==> src/verilog/ccs_params.svh <==
// register offsets, field positions and reset values of the capture control bank
// assumes a 12-bit byte offset from the register base
`ifndef CCS_PARAMS_SVH
`define CCS_PARAMS_SVH

// byte offsets
`define CCS_OFF_FORMAT    12'h608
`define CCS_OFF_CONT      12'h614
`define CCS_OFF_SAVE      12'h618
`define CCS_OFF_SINGLE    12'h61C
`define CCS_OFF_SAVE_CH   12'h620
`define CCS_OFF_LOAD_CH   12'h624
`define CCS_OFF_WORK_CFG  12'h640

// field positions
`define CCS_FMT_MSB       2
`define CCS_CH_MSB        3
`define CCS_CTL_BIT       0

// video formats under which transmission controls act
`define CCS_FMT_STD0      3'h0
`define CCS_FMT_SCAL      3'h7

// reset values
`define CCS_FMT_RST       3'h7
`define CCS_CONT_RST      1'h0
`define CCS_SINGLE_RST    1'h0
`define CCS_SAVE_RST      1'h0
`define CCS_SAVE_CH_RST   4'h1
`define CCS_LAST_CH_RST   4'h0

`endif

==> src/verilog/ccs_pkg.sv <==
// types shared by the capture control bank and its users
// assumes the register offsets come from ccs_params.svh
package ccs_pkg;

    // one register request, one cycle long
    typedef struct packed {
        logic [11:0] addr;
        logic [31:0] wdata;
        logic        wr;
        logic        rd;
    } ccs_bus_req_t;

    // controls toward the frame transmitter
    typedef struct packed {
        logic stream_enable;
        logic single_req;
    } ccs_tx_t;

endpackage

==> src/verilog/ccs_top.sv <==
// capture control and configuration store: transmission controls, save/load of
// the working configuration set to numbered memory channels
// assumes a single-cycle register master and a transmitter that pulses frame_done
//
// The strobed register port was decided locally.
`timescale 1ns/1ps
`include "ccs_params.svh"

module ccs_top #(
    parameter int                 CFG_W    = 32,
    parameter int                 CHAN_N   = 4,
    parameter logic [CFG_W-1:0]   FACT_CFG = '0
) (
    // clock and reset
    input  wire logic                clk,
    input  wire logic                nrst,
    // register port
    input  wire ccs_pkg::ccs_bus_req_t bus_req,
    output      logic [31:0]         rd_data,
    // frame transmitter
    input  wire logic                frame_done,
    output      ccs_pkg::ccs_tx_t    tx_ctrl,
    // configuration outputs
    output      logic [CFG_W-1:0]    work_cfg,
    output      logic [2:0]          video_format
);
    import ccs_pkg::*;

    localparam int         CH_IW  = (CHAN_N > 1) ? $clog2(CHAN_N) : 1;
    localparam logic [3:0] CH_MAX = 4'(CHAN_N - 1);

    logic              cont_q;
    logic              single_q;
    logic              save_q;
    logic [3:0]        save_ch_q;
    logic [3:0]        last_ch_q;
    logic [CFG_W-1:0]  chan_mem [CHAN_N];

    // address decode
    wire logic hit_fmt     = bus_req.addr == `CCS_OFF_FORMAT;
    wire logic hit_cont    = bus_req.addr == `CCS_OFF_CONT;
    wire logic hit_save    = bus_req.addr == `CCS_OFF_SAVE;
    wire logic hit_single  = bus_req.addr == `CCS_OFF_SINGLE;
    wire logic hit_save_ch = bus_req.addr == `CCS_OFF_SAVE_CH;
    wire logic hit_load_ch = bus_req.addr == `CCS_OFF_LOAD_CH;
    wire logic hit_work    = bus_req.addr == `CCS_OFF_WORK_CFG;

    wire logic wr_fmt      = bus_req.wr && hit_fmt;
    wire logic wr_cont     = bus_req.wr && hit_cont;
    wire logic wr_save     = bus_req.wr && hit_save;
    wire logic wr_single   = bus_req.wr && hit_single;
    wire logic wr_save_ch  = bus_req.wr && hit_save_ch;
    wire logic wr_load_ch  = bus_req.wr && hit_load_ch;
    wire logic wr_work     = bus_req.wr && hit_work;
    wire logic wr_bit0     = bus_req.wdata[`CCS_CTL_BIT];

    wire logic [3:0] wr_ch = bus_req.wdata[`CCS_CH_MSB:0];

    // transmission controls only act in these two formats
    wire logic fmt_ok = (video_format == `CCS_FMT_STD0) ||
                        (video_format == `CCS_FMT_SCAL);

    // channel 0 holds factory settings, so it is never a save target
    wire logic save_ok = (save_ch_q != 4'h0) && (save_ch_q <= CH_MAX);
    wire logic load_ok = wr_ch <= CH_MAX;

    wire logic [CH_IW-1:0] save_idx = save_ch_q[CH_IW-1:0];
    wire logic [CH_IW-1:0] load_idx = wr_ch[CH_IW-1:0];

    // a request that lands with frame_done wins, so no request is lost
    wire logic next_single = (wr_single && wr_bit0 && fmt_ok) ? 1'b1 :
                             (frame_done ? 1'b0 : single_q);

    // the save bit stands one cycle, the cycle the copy happens
    wire logic next_save = wr_save && wr_bit0;

    wire ccs_tx_t next_tx = '{stream_enable: cont_q && fmt_ok,
                              single_req:    single_q && fmt_ok};

    // read selection; bits 1..31 of the single frame word always read zero
    wire logic [31:0] rd_fmt     = {29'h0, video_format};
    wire logic [31:0] rd_cont    = {31'h0, cont_q};
    wire logic [31:0] rd_save    = {31'h0, save_q};
    wire logic [31:0] rd_single  = {31'h0, single_q};
    wire logic [31:0] rd_save_ch = {28'h0, save_ch_q};
    wire logic [31:0] rd_load_ch = {28'h0, last_ch_q};
    wire logic [31:0] rd_work    = 32'(work_cfg);

    wire logic [31:0] rd_mux = hit_fmt     ? rd_fmt     :
                               hit_cont    ? rd_cont    :
                               hit_save    ? rd_save    :
                               hit_single  ? rd_single  :
                               hit_save_ch ? rd_save_ch :
                               hit_load_ch ? rd_load_ch :
                               hit_work    ? rd_work    : 32'h0;

    wire logic [31:0] next_rd_data = bus_req.rd ? rd_mux : 32'h0;

    // control registers
    always_ff @(posedge clk) begin
        if (!nrst) begin
            video_format <= `CCS_FMT_RST;
            cont_q       <= `CCS_CONT_RST;
            single_q     <= `CCS_SINGLE_RST;
            save_q       <= `CCS_SAVE_RST;
            save_ch_q    <= `CCS_SAVE_CH_RST;
        end else begin
            if (wr_fmt) begin
                video_format <= bus_req.wdata[`CCS_FMT_MSB:0];
            end
            if (wr_cont) begin
                cont_q <= wr_bit0;
            end
            if (wr_save_ch) begin
                save_ch_q <= wr_ch;
            end
            single_q <= next_single;
            save_q   <= next_save;
        end
    end

    // working set and last loaded channel
    always_ff @(posedge clk) begin
        if (!nrst) begin
            work_cfg  <= FACT_CFG;
            last_ch_q <= `CCS_LAST_CH_RST;
        end else if (wr_load_ch && load_ok) begin
            work_cfg  <= chan_mem[load_idx];
            last_ch_q <= wr_ch;
        end else if (wr_work) begin
            work_cfg <= bus_req.wdata[CFG_W-1:0];
        end
    end

    // channel store; the copy uses the working set as it stands that cycle
    always_ff @(posedge clk) begin
        if (!nrst) begin
            for (int i = 0; i < CHAN_N; i++) begin
                chan_mem[i] <= FACT_CFG;
            end
        end else if (save_q && save_ok) begin
            chan_mem[save_idx] <= work_cfg;
        end
    end

    // outputs
    always_ff @(posedge clk) begin
        if (!nrst) begin
            tx_ctrl <= '0;
            rd_data <= 32'h0;
        end else begin
            tx_ctrl <= next_tx;
            rd_data <= next_rd_data;
        end
    end

    // every channel, not just the low ones, must survive a bad or foreign save
    for (genvar g = 0; g < CHAN_N; g++) begin : g_save_chk

    end
endmodule // ccs_top

==> config.mk <==
export PLATFORM = sky130hd
export DESIGN_NAME = ccs_top
export DESIGN_NICKNAME = d
export VERILOG_FILES = /design/src/verilog/ccs_pkg.sv /design/src/verilog/ccs_top.sv
export VERILOG_INCLUDE_DIRS = /design/src /design/src/verilog
export SDC_FILE = /design/constraint.sdc
export NUM_CORES = 1
export LEC_CHECK = 0
export ABC_AREA = 1
export BUFFER_PORTS_ARGS = -buffer_cell sky130_fd_sc_hd__buf_2
export CORE_MARGIN = 2
export CORE_UTILIZATION = 57
export DETAILED_ROUTE_END_ITERATION = 16
export PLACE_DENSITY = 0.79
export REMOVE_ABC_BUFFERS = 1
export SLEW_MARGIN = 40
export SYNTH_ARGS = -nofsm -noshare
export SYNTH_HDL_FRONTEND = slang
export SYNTH_SLANG_ARGS = --single-unit
==> constraint.sdc <==
create_clock -name clk -period 4 [get_ports clk]
set_clock_uncertainty 0.1 [all_clocks]
set_input_delay 0.2 -clock clk [delete_from_list [all_inputs] [get_ports clk]]
set_output_delay 0.2 -clock clk [all_outputs]
set_load 0.005 [all_outputs]
==> metrics.txt <==
outcome=complete, no violations; # Max-Cap Violations=0; most common cell in the netlist=nor2_1; sw frac=21.3%; ANT cells=0; CP Cell Sequence=dlygate4sd3_1 > buf_2 > nor3_4 > buf_4 > nand2_2 > nand2_2 > nand2_1 > nand3_1 > nand2_1 > inv_1; placed insts=1206; vias in the first global route=6964; final period utilization=67.1%; P_leak=4.27 nW; H-tree levels=1; peak supply drop=0.000346 V; ys async rst share=0%; Comb pwr share=5.0%; CTS Buf Count=21; Core Util, Final=71.8%; Peak Freq=0.372 GHz; Cells after Synth=918; Psw=0.991 mW; Synth cell types=32; Setup crit start kind=input port; Layout area overhead=22.2%; clk slew on worst S/H paths=70 ps; clock group share of total power=44.6%; Slew HR=47.8%; Critical R2R Capture=chan_mem[1][1]$_SDFFCE_PN0P_; R2R depth=4; design area=10500 um2; Wirelength per Cell=16.8 um; GRT Overall Usage=26.7%; Synth area leaders=edfxtp_1 45%, dfxtp_1 19%, nor2_1 8.9%, o21ai_0 5.7%, nand2_1 4.8%; Detail Route Antenna Nets=0; Critical Path Stages=10; count of final hold-check violations=0; RSZ-0062 raised after global routing=false; Post-DP Area=9420 um2; die area=16100 um2; Worst Path Buf+Inv=4; synthesis-stage register bit count=208; antenna violations before repair=0; Reg power frac=50.5%; chip width=127 um; via count=7110; Sink Count=208; Setup TNS Final=0 ps; postcts setup bufs=0; Finished Layout Cells=1279; Pwr Total=4.65 mW; pins over their slew limit=0; Clock Latency Late Sink=500 ps; post-synth top area share=44.7%; Worst Hold Class=input port to flop; Avg Cell Area, Syn=9.38 um2; worst path arrival time=3030 ps; # rows=44; minimum clock period=2690 ps; worst reg2reg setup slack=1390 ps; endpoints failing setup=0; CP endpoint=work_cfg[3]$_SDFFE_PN0P_; I/O pin cnt=118; DRC viols=0; Port Buf Inserts=117; first-pass GRT wire length=34600 um; WP data required=4340 ps; Post-synth top flop=edfxtp_1; r2r startpoint=save_ch_q[0]$_SDFFE_PN1P_; core box area=14600 um2; Post-synth top cells=205 x nor2_1, 128 x edfxtp_1, 110 x nand2_1; CTS tree=built; Placer Congestion=0.878; Synthesis Warnings=0; via/cell ratio=5.56; Crit Path Max Fanout=33; CP delay by family, top=simple AND/OR/NAND/NOR gates; initial drt markers=771; share of layout cells above drive strength 1=16.8%; total gr overflow=0; largest net degree at the start of global routing=66; critical path capture point type=flop; Starting Density=58.8%; synthesized cell area=8610 um2; Post-synth EDFFs=128; Post-layout nets=1129; Internal=3.66 mW; register area share after synthesis=63.3%; hpwl dp=12300 um; WS Path Type=input port to flop; first-pass iteration count of the detailed router=5; Slowest cell on crit path=nand2_2; root buffer selected by CTS=clkbuf_16; Synth area leader=edfxtp_1; routed wire length=21500 um; CP max stage delay=690 ps; chip height=127 um; clock buffer depth=3; Worst Setup SP=bus_req[5]; PwrDens=442 nW/um2; Slew @ Worst Pin=781 ps
stage by stage:
step                setup slack, ps  hold WS (ps)
CTS                             844          12.0
global route                   1180          68.3
detailed placement              859           304
finish                         1310          23.3
global placement                979           282
floorplan                       156           184
worst min-delay path, delay by kind of cell:
kind	cells	cell delay, ps
and+or+nand+nor	4	310
buffers and inverters	1	70
cell type report:
cell class / count / area (um2)
sequential: 208 / 5450
fill: 1086 / 4130
multi-input combinational: 623 / 2840
timing repair buffer: 163 / 1020
clock buffer: 25 / 582
inverter: 63 / 239
tap: 184 / 230
clock inverter: 13 / 159
per-layer routing:
| layer | global-route usage [%] | wire (um) | share of wire [%] | up-vias |
|---|---|---|---|---|
| li1 | - | - | - | 3406 |
| met1 | 34.0 | 8570 | 40 | 3367 |
| met2 | 47.7 | 10900 | 51 | 287 |
| met3 | 3.88 | 1560 | 7.2 | 50 |
| met4 | 7.56 | 459 | 2.1 | 0 |
| met5 | 0 | 0 | 0 | - |
power groups by stage:
| stage | Combinational, mW | Clock (mW) | Sequential (mW) |
|---|---|---|---|
| after global placement | 0.196 | 0 | 2.39 |
| after detailed placement | 0.200 | 0 | 2.39 |
| after floorplan | 0.107 | 0 | 2.39 |
| after global routing | 0.254 | 2.16 | 2.35 |
| after CTS | 0.226 | 2.09 | 2.35 |
| final | 0.231 | 2.07 | 2.35 |
placed cells by master, fill, tap and decap left out, drive strengths merged, types with 2 or more instances in the layout:
cell type,instances
a21oi,10
nor2,206
nor3b,2
o22ai,30
edfxtp,128
dfxtp,80
inv,62
bufinv,3
nor3,64
clkbuf,25
nand4,3
o21ai,98
clkinv,11
nand3,54
buf,128
o31ai,2
conb,32
nand2,114
o211ai,4
dlygate4sd3,35
timing repair:
action,4_1_cts,5_1_grt
hold buffers,35,0
endpoints found under the setup margin,0,0
resized for setup,0,0
hold endpoints to repair,36,0
worst min-delay path by stage:
stage                                               to         from  depth (start not counted)  slack [ps]
final                        work_cfg[14]$_SDFFE_PN0P_  bus_req[16]                          5          20
after global routing         work_cfg[14]$_SDFFE_PN0P_  bus_req[16]                          5          70
after CTS                    work_cfg[14]$_SDFFE_PN0P_  bus_req[16]                          5          10
after detailed placement         single_q$_SDFFE_PN0P_   frame_done                          2         300
after global placement           single_q$_SDFFE_PN0P_   frame_done                          2         280
after floorplan           video_format[2]$_SDFFE_PN1P_         nrst                          1         180
logic make-up after synthesis:
family	synth area share, %
simple gates	21.8
compound gates	9.19
mux	0.131
buf+inv	5.58
flops	63.3
other cells	0.0436
flip-flops by register name, indices dropped and copies added (netlist names):
| register | count |
|---|---|
| video_format | 3 |
| cont_q | 1 |
| chan_mem | 128 |
| save_q | 1 |
| rd_data | 32 |
| save_ch_q | 4 |
| tx_ctrl | 2 |
| work_cfg | 32 |
| last_ch_q | 4 |
| single_q | 1 |
No activity file was read; power rests on OpenSTA's default activity.
